File: src/rtl/chg_det_defines.svh
// bit positions and reset values of the charger detect control register
`ifndef CHG_DET_DEFINES_SVH
`define CHG_DET_DEFINES_SVH

`define CHG_REG_WIDTH 8
`define CHG_BIT_OVERRIDE 0
`define CHG_BIT_DET_COMPLETE 1
`define CHG_BIT_RISE_EN 2
`define CHG_BIT_FALL_EN 3
`define CHG_BIT_PULLUP_EN 4
`define CHG_BIT_CHG_FLAG 7
`define CHG_RST_PULLUP_EN 1'b0
`define CHG_RST_RISE_EN 1'b0
`define CHG_RST_FALL_EN 1'b0
`define CHG_RST_OVERRIDE 1'b0
`define CHG_RST_MANUAL_FLAG 1'b0
`define CHG_SYNC_STAGES 2

`endif

File: src/rtl/chg_det_pkg.sv
// types shared by the charger detect control block
package chg_det_pkg;

   // analog comparator and detector levels, asynchronous to core_clk_in
   typedef struct packed {
      logic bvalid;
      logic vbus_a_sess_valid;
      logic auto_detect_done;
      logic auto_charger_found;
   } analog_status_s;

   // request toward the rxcmd sender of the ulpi port
   typedef struct packed {
      logic valid;
      logic alt_int;
   } rxcmd_req_s;

   typedef logic [7:0] reg_byte_t;

endpackage : chg_det_pkg

File: src/rtl/level_sync.sv
// two flip-flop synchroniser for a group of asynchronous levels
`timescale 1ns/1ps
`default_nettype none

module level_sync #(
   parameter int WIDTH = 4
) (
   input wire logic core_clk_in,
   input wire logic rst_b_in,
   input wire logic [WIDTH-1:0] async_in,
   output logic [WIDTH-1:0] sync_out
);

   logic [WIDTH-1:0] meta;

   always_ff @(posedge core_clk_in or negedge rst_b_in) begin
      if (!rst_b_in) begin
         meta <= '0;
         sync_out <= '0;
      end else begin
         meta <= async_in;
         sync_out <= meta;
      end
   end

endmodule : level_sync

`default_nettype wire

File: src/rtl/charger_detect_bvalid_ctrl.sv
// charger detect, dp weak pull-up and bvalid edge report control
//
// Behaviour
// - Outside uart mode, with the pull-up enable clear the dp weak pull-up is off, and when set it is on only while vbus is above a-session-valid.
// - With the fall enable set, each high-to-low bvalid change requests an rxcmd with alt_int set.
// - With the rise enable set, each low-to-high bvalid change requests an rxcmd with alt_int set.
// - Both bvalid edge enables reset to disabled, so no bvalid edge requests an rxcmd until one of them is written set.
// - The detection complete bit reads 1 once automatic detection has finished and 0 otherwise.
// - With override clear the charger present pin follows automatic detection, with it set it follows the written flag.
// - With override clear the charger flag is read only and shows the automatic detection result.
// - With override set the charger flag is writable and drives the charger present pin low or high.
// - In uart mode the dp weak pull-up is on regardless of the enable bit.
`timescale 1ns/1ps
`default_nettype none

`include "chg_det_defines.svh"

module charger_detect_bvalid_ctrl (
   input wire logic core_clk_in,
   input wire logic rst_b_in,
   input wire logic soft_reset_in,
   input wire logic uart_mode_in,
   input wire logic reg_wr_en_in,
   input wire chg_det_pkg::reg_byte_t reg_wr_data_in,
   input wire chg_det_pkg::analog_status_s analog_in,
   input wire logic rxcmd_ack_in,
   output chg_det_pkg::reg_byte_t reg_rd_data_out,
   output chg_det_pkg::rxcmd_req_s rxcmd_req_out,
   output logic dp_weak_pullup_out,
   output logic charger_present_out
);
   import chg_det_pkg::*;

   // pending rxcmd report toward the link
   typedef enum logic {REP_IDLE, REP_PENDING} report_state_e;

   analog_status_s status_sync;
   logic bvalid_prev;
   logic dp_weak_pullup_enable;
   logic rise_report_enable;
   logic fall_report_enable;
   logic manual_charger_override;
   logic manual_flag;
   logic charger_detected_flag;
   logic bvalid_rise;
   logic bvalid_fall;
   logic report_event;
   report_state_e rep_state;
   report_state_e next_rep_state;
   reg_byte_t next_rd_data;

   // pin levels pass two flops before any use
   level_sync #(
      .WIDTH($bits(analog_status_s))
   ) u_status_sync (
      .core_clk_in(core_clk_in),
      .rst_b_in(rst_b_in),
      .async_in(analog_in),
      .sync_out(status_sync)
   );

   // edge memory of synchronised bvalid
   always_ff @(posedge core_clk_in or negedge rst_b_in) begin
      if (!rst_b_in) begin
         bvalid_prev <= 1'b0;
      end else begin
         bvalid_prev <= status_sync.bvalid;
      end
   end

   // one-cycle edge of a level against its previous sample
   function automatic logic level_edge(input logic now_lvl, input logic prev_lvl, input logic rising);
      if (rising) begin
         return now_lvl & ~prev_lvl;
      end
      return ~now_lvl & prev_lvl;
   endfunction : level_edge

   assign bvalid_rise = level_edge(status_sync.bvalid, bvalid_prev, 1'b1);
   assign bvalid_fall = level_edge(status_sync.bvalid, bvalid_prev, 1'b0);

   // pull-up enable, cleared by soft reset
   always_ff @(posedge core_clk_in or negedge rst_b_in) begin
      if (!rst_b_in) begin
         dp_weak_pullup_enable <= `CHG_RST_PULLUP_EN;
      end else if (soft_reset_in) begin
         dp_weak_pullup_enable <= `CHG_RST_PULLUP_EN;
      end else if (reg_wr_en_in) begin
         dp_weak_pullup_enable <= reg_wr_data_in[`CHG_BIT_PULLUP_EN];
      end
   end

   always_ff @(posedge core_clk_in or negedge rst_b_in) begin
      if (!rst_b_in) begin
         rise_report_enable <= `CHG_RST_RISE_EN;
      end else if (soft_reset_in) begin
         rise_report_enable <= `CHG_RST_RISE_EN;
      end else if (reg_wr_en_in) begin
         rise_report_enable <= reg_wr_data_in[`CHG_BIT_RISE_EN];
      end
   end

   always_ff @(posedge core_clk_in or negedge rst_b_in) begin
      if (!rst_b_in) begin
         fall_report_enable <= `CHG_RST_FALL_EN;
      end else if (soft_reset_in) begin
         fall_report_enable <= `CHG_RST_FALL_EN;
      end else if (reg_wr_en_in) begin
         fall_report_enable <= reg_wr_data_in[`CHG_BIT_FALL_EN];
      end
   end

   // override; soft reset spares bit 7
   always_ff @(posedge core_clk_in or negedge rst_b_in) begin
      if (!rst_b_in) begin
         manual_charger_override <= `CHG_RST_OVERRIDE;
      end else if (soft_reset_in) begin
         manual_charger_override <= `CHG_RST_OVERRIDE;
      end else if (reg_wr_en_in) begin
         manual_charger_override <= reg_wr_data_in[`CHG_BIT_OVERRIDE];
      end
   end

   // manual flag, not cleared by soft reset but reloaded from the auto result once override clears
   always_ff @(posedge core_clk_in or negedge rst_b_in) begin
      if (!rst_b_in) begin
         manual_flag <= `CHG_RST_MANUAL_FLAG;
      end else if (!manual_charger_override) begin
         manual_flag <= status_sync.auto_charger_found;
      end else if (reg_wr_en_in) begin
         // writable only once override already set
         manual_flag <= reg_wr_data_in[`CHG_BIT_CHG_FLAG];
      end
   end

   assign charger_detected_flag = manual_charger_override ? manual_flag : status_sync.auto_charger_found;

   assign report_event = (rise_report_enable & bvalid_rise) | (fall_report_enable & bvalid_fall);
   // report state: new edge wins over acknowledge
   always_comb begin
      next_rep_state = rep_state;
      case (rep_state)
         REP_IDLE: begin
            if (report_event) begin
               next_rep_state = REP_PENDING;
            end
         end
         REP_PENDING: begin
            if (rxcmd_ack_in && !report_event) begin
               next_rep_state = REP_IDLE;
            end
         end
         default: begin
            next_rep_state = REP_IDLE;
         end
      endcase
   end

   always_ff @(posedge core_clk_in or negedge rst_b_in) begin
      if (!rst_b_in) begin
         rep_state <= REP_IDLE;
      end else begin
         rep_state <= next_rep_state;
      end
   end

   // request level and alt_int straight from a flop
   always_ff @(posedge core_clk_in or negedge rst_b_in) begin
      if (!rst_b_in) begin
         rxcmd_req_out <= '0;
      end else begin
         rxcmd_req_out.valid <= (next_rep_state == REP_PENDING);
         rxcmd_req_out.alt_int <= (next_rep_state == REP_PENDING);
      end
   end

   always_ff @(posedge core_clk_in or negedge rst_b_in) begin
      if (!rst_b_in) begin
         dp_weak_pullup_out <= 1'b0;
      end else if (uart_mode_in) begin
         dp_weak_pullup_out <= 1'b1;
      end else begin
         dp_weak_pullup_out <= dp_weak_pullup_enable & status_sync.vbus_a_sess_valid;
      end
   end

   always_ff @(posedge core_clk_in or negedge rst_b_in) begin
      if (!rst_b_in) begin
         charger_present_out <= 1'b0;
      end else begin
         charger_present_out <= charger_detected_flag;
      end
   end

   always_comb begin
      next_rd_data = '0;
      next_rd_data[`CHG_BIT_CHG_FLAG] = charger_detected_flag;
      next_rd_data[`CHG_BIT_PULLUP_EN] = dp_weak_pullup_enable;
      next_rd_data[`CHG_BIT_FALL_EN] = fall_report_enable;
      next_rd_data[`CHG_BIT_RISE_EN] = rise_report_enable;
      next_rd_data[`CHG_BIT_DET_COMPLETE] = status_sync.auto_detect_done;
      next_rd_data[`CHG_BIT_OVERRIDE] = manual_charger_override;
   end

   always_ff @(posedge core_clk_in or negedge rst_b_in) begin
      if (!rst_b_in) begin
         reg_rd_data_out <= '0;
      end else begin
         reg_rd_data_out <= next_rd_data;
      end
   end

endmodule : charger_detect_bvalid_ctrl

`default_nettype wire

File: config.mk
export PLATFORM = sky130hd
export DESIGN_NAME = charger_detect_bvalid_ctrl
export DESIGN_NICKNAME = d
export VERILOG_FILES = /design/src/rtl/chg_det_pkg.sv /design/src/rtl/level_sync.sv /design/src/rtl/charger_detect_bvalid_ctrl.sv
export VERILOG_INCLUDE_DIRS = /design/src /design/src/rtl
export SDC_FILE = /design/constraint.sdc
export NUM_CORES = 1
export LEC_CHECK = 0
export BUFFER_PORTS_ARGS = -buffer_cell sky130_fd_sc_hd__buf_2
export CORE_AREA = 2 2 46 48
export DETAILED_ROUTE_END_ITERATION = 8
export DIE_AREA = 0 0 48 50
export PLACE_DENSITY = 0.69
export SLEW_MARGIN = 15
export SYNTH_ARGS = -nofsm -noshare
export SYNTH_HDL_FRONTEND = slang
export SYNTH_SLANG_ARGS = --single-unit
File: constraint.sdc
create_clock -name core_clk_in -period 0.8 [get_ports core_clk_in]
set_input_delay 0.08 -clock core_clk_in [delete_from_list [all_inputs] [get_ports core_clk_in]]
set_output_delay 0.08 -clock core_clk_in [all_outputs]
set_load 0.005 [all_outputs]
Yosys cells after proc, flatten, opt, wreduce, memory -nomap -nowiden. Cells that the tools add are included.

Register bits: 23. Output and inout bits: 12. RAM bits: 0. ROM bits: 0. Bits in latches: 0. Bits of input ports: 18. Logic and storage cells: 40. Memories kept: 0.

Reduce and logical (&&, ||, !) cells: 3. $lt $le $gt $ge: 0. Mux-type cells: 15. $mul: 0. Eq/ne operators: 1. Bitwise operators: 9. Add/sub/neg operators: 0. Shift-type cells: 0. Div/mod/pow operators: 0.

Operators by type and width (count): 1-bit 2-to-1 mux (14); 1-bit AND (5); 1-bit NOT (3); 2-bit inequality test (second input constant) (1); 1-bit case mux with 2 select lines (1); 2-bit nonzero test (1); 1-bit logical AND (1); 1-bit zero test (1); 1-bit OR (1).

Depth between registers and ports, before layout.
Depth in word-level cells: 8. Depth in mapped cells: 3.

Hierarchy. From an unflattened synthesis, not the netlist that was laid out.

Cell total of the unflattened synthesis: 46. Area total of the unflattened synthesis: 719.4 sq um.

Modules (own cells, without submodules): charger_detect_bvalid_ctrl (area each 519.2 sq um, cells each 38, times used 1); level_sync (area each 200.2 sq um, cells each 8, times used 1).

Least setup slack after synthesis. Ideal clock, no wire load.

Path kind: flip-flop to flip-flop. Start point: register manual_charger_override. End point: register reg_rd_data_out[7]. Setup slack: -25 ps. Stages on the path, launching flop included: 2. Arrival time: 700 ps. Clock period less this slack: 825 ps. Path through: dfrtp_1 > mux2_2.

Word-level cells in the longest chain between the ends: 1.

Ends and longest elaborated chain: from (decl) (line charger_detect_bvalid_ctrl.sv:42) `logic manual_charger_override;`; from (signal assigned) (line charger_detect_bvalid_ctrl.sv:116) `` manual_charger_override <= `CHG_RST_OVERRIDE; ``; from (signal assigned) (line charger_detect_bvalid_ctrl.sv:118) `` manual_charger_override <= `CHG_RST_OVERRIDE; ``; from (signal assigned) (line charger_detect_bvalid_ctrl.sv:120) `` manual_charger_override <= reg_wr_data_in[`CHG_BIT_OVERRIDE]; ``; 1-bit 2-to-1 mux (line charger_detect_bvalid_ctrl.sv:136) `assign charger_detected_flag = manual_charger_override ? manual_flag : status_sync.auto_charger_found;`; net charger_detected_flag (line charger_detect_bvalid_ctrl.sv:44) `logic charger_detected_flag;`; to (signal assigned) (line charger_detect_bvalid_ctrl.sv:209) `reg_rd_data_out <= next_rd_data;`; to (decl) (line charger_detect_bvalid_ctrl.sv:27) `output chg_det_pkg::reg_byte_t reg_rd_data_out,`.

The timed path passes the listed nets, and every way through them passes these cells. A chain may end at the register's enable or synchronous reset.

Worst setup path in the final report.
Start point: register rxcmd_req_out[0] (netlist bit). End point: output rxcmd_req_out[0] (netlist bit).

RTL lines: from (decl) (line charger_detect_bvalid_ctrl.sv:28) `output chg_det_pkg::rxcmd_req_s rxcmd_req_out,`.

No word-level cell between the ends.

==> flow_summary.ini <==
[place]
place_inst = 92
io_buffers = 24
place_congestion = 0.665
dp_hpwl_um = 746

[worst_setup_path]
path_buf_inv = 1
critical_path_required_ns = 0.72
cp-startpoint = rxcmd_req_out[0]
crit_arrival_ns = 0.82
crit_type = reg2out
cp_max_fo = 3
endpoint_kind = primary output
cp-start-kind = flop
r2r-start = manual_charger_override
slowest_stage = dfrtp_1
max_stage_delay_ns = 0.40
crit_chain = buf_2
path_delay_family = flip-flops

[clocking]
root_buffer = clkbuf_4
clock_sinks = 22
cts_max_path_buffers = 2
tritoncts = done
clk_pin_slew_ns = 0.11
cts_max_level = 1
clock_latency_ns = 0.30
cts_buffers = 3

[grt]
overflow = 0
grt_max_degree = 23
grt_pass1_vias = 411
grt-busiest-layer = met2
grt_pass1_wl_um = 1790
antenna_found_initial = 0
grt_use_met1_pct = 13.2
grt_usage_pct = 11.2
use_met3_pct = 3.30
grtUsageMet2_pct = 17.8

[sta]
hold_viol_final = 0
fin_setup_tns_ns = -0.869
setup_viol = 11
fmax_mhz = 1110
finalMaxSlewViolations = 0
rsz0062_at_grt = true
fin_crit_sh_pct = 113
fin_skew_ns = 0.00551
setup_ws_ns = -0.105
period_needed_ns = 0.905
worst_hold_slack_ns = 0.0182

[synth]
ys_seq_area_share_pct = 76.5
syn_avg_cell_area_um2 = 15.6
syn-instance-count = 46
yosysWarningCount = 0
synth-seq-cells = 22
synth_cell_types = 13
netlist_area_um2 = 719

[power_and_ir_drop]
p_leak_uw = 0.000493
p_per_area_nw_per_um2 = 2070
p_total_uw = 1970
vdd_drop_max_v = 0.000980

[routing]
wire_per_inst_um = 11.5
post_drt_via_cell_ratio = 4.07
wirelength_um = 1200
ant_nets = 0
drt-pass1-iter-count = 1
drc = 0
vias = 423
drtIter0Drc = 0

[layout]
fill_cells = 174
fin_cells = 104
drive_gt1_share_pct = 41.6
regArea_um2 = 552
num-nets-final = 96
areaGrowthSynthToFinish_pct = 32.5
mostFrequentLayoutCells = 24 x buf_2, 21 x dfrtp_1, 7 x dlygate4sd3_1
utilization_pct = 50.1
multi_input_area_um2 = 126
final_common_cell = buf_2
n_antenna_cell = 0

[floorplan]
coreArea_um2 = 1900
dieArea_um2 = 2400
die_height_um = 50
std_cell_rows = 16
start_util_pct = 37.8
fp.dieW_um = 48
io_pins = 30

[outcome]
status = finished with violations
violations = negative setup slack

[min_path]
hp-start = rxcmd_ack_in
hold_class = in2reg

[job]
cap_violations = 0
-- metal layers --
metal	vias up	wire length [µm]
met4	0	19
met2	19	639
met3	2	77
met5	-	0
met1	201	461
li1	201	-
-- what timing repair did --
| action | CTS | global route |
|---|---|---|
| hold buffers | 7 | 0 |
| buffers inserted | 1 | 0 |
| endpoints found under the setup margin | 11 | 13 |
| endpoints found under the hold margin | 31 | 0 |
| resized for setup | 1 | 2 |
-- worst paths after layout --
kind	endpoint	slack (ns)	depth (start not counted)
min in group asynchronous	reg_rd_data_out[4]	0.25	2
max in group asynchronous	manual_charger_override	0.21	2
worst max register to register	reg_rd_data_out[7]	-0.05	1
worst max-delay path	rxcmd_req_out[0]	-0.10	1
worst min register to register	u_status_sync.sync_out[1]	0.36	0
worst min-delay path	rxcmd_req_out[0]	0.02	2
-- state kept, by name, indices dropped and copies added, names as in the netlist --
register,count
reg_rd_data_out,6
manual_charger_override,1
dp_weak_pullup_out,1
rise_report_enable,1
manual_flag,1
u_status_sync.sync_out,4
fall_report_enable,1
dp_weak_pullup_enable,1
bvalid_prev,1
u_status_sync.meta,4
rxcmd_req_out,1
-- synth_stat cells --
master | count | share of area [%]
a21o_1 | 1 | 1.0
a21oi_1 | 1 | 0.69
buf_4 | 5 | 5.2
buf_6 | 1 | 1.6
conb_1 | 1 | 0.52
dfrtp_1 | 22 | 77
inv_1 | 1 | 0.52
mux2_2 | 1 | 1.6
mux2i_1 | 5 | 7.0
nand2_1 | 1 | 0.52
nand3b_1 | 1 | 1.0
nor2_1 | 5 | 2.6
o221ai_1 | 1 | 1.2
-- report_power, final --
group / internal (µW) / switching, µW / total, µW / leakage [µW]
Combinational: 103 / 78.8 / 182 / 0.000203
Clock: 277 / 309 / 586 / 0.0000210
Sequential: 1180 / 30.5 / 1210 / 0.000269
Total: 1560 / 418 / 1970 / 0.000493
-- stage by stage --
step / setup slack, ns / instance area, µm²
floorplan: -0.0148 / 727
global placement: -0.0240 / 832
detailed placement: -0.0341 / 832
CTS: -0.127 / 950
global route: -0.170 / 953
finish: -0.105 / 953
-- logic make-up after synthesis --
group / synth area share, %
compound gates: 2.96
other cells: 0.521
buf+inv: 7.30
mux: 8.52
flops: 76.5
simple gates: 4.17
-- area by class of cell --
class,instances,area share [%]
well taps,27,3.54
inverters,1,0.394
repair buffers,32,21.1
clock buffers,4,3.81
multi-input cells,18,13.3
flip-flops and latches,22,57.9
Power figures use the tool's default switching activity.
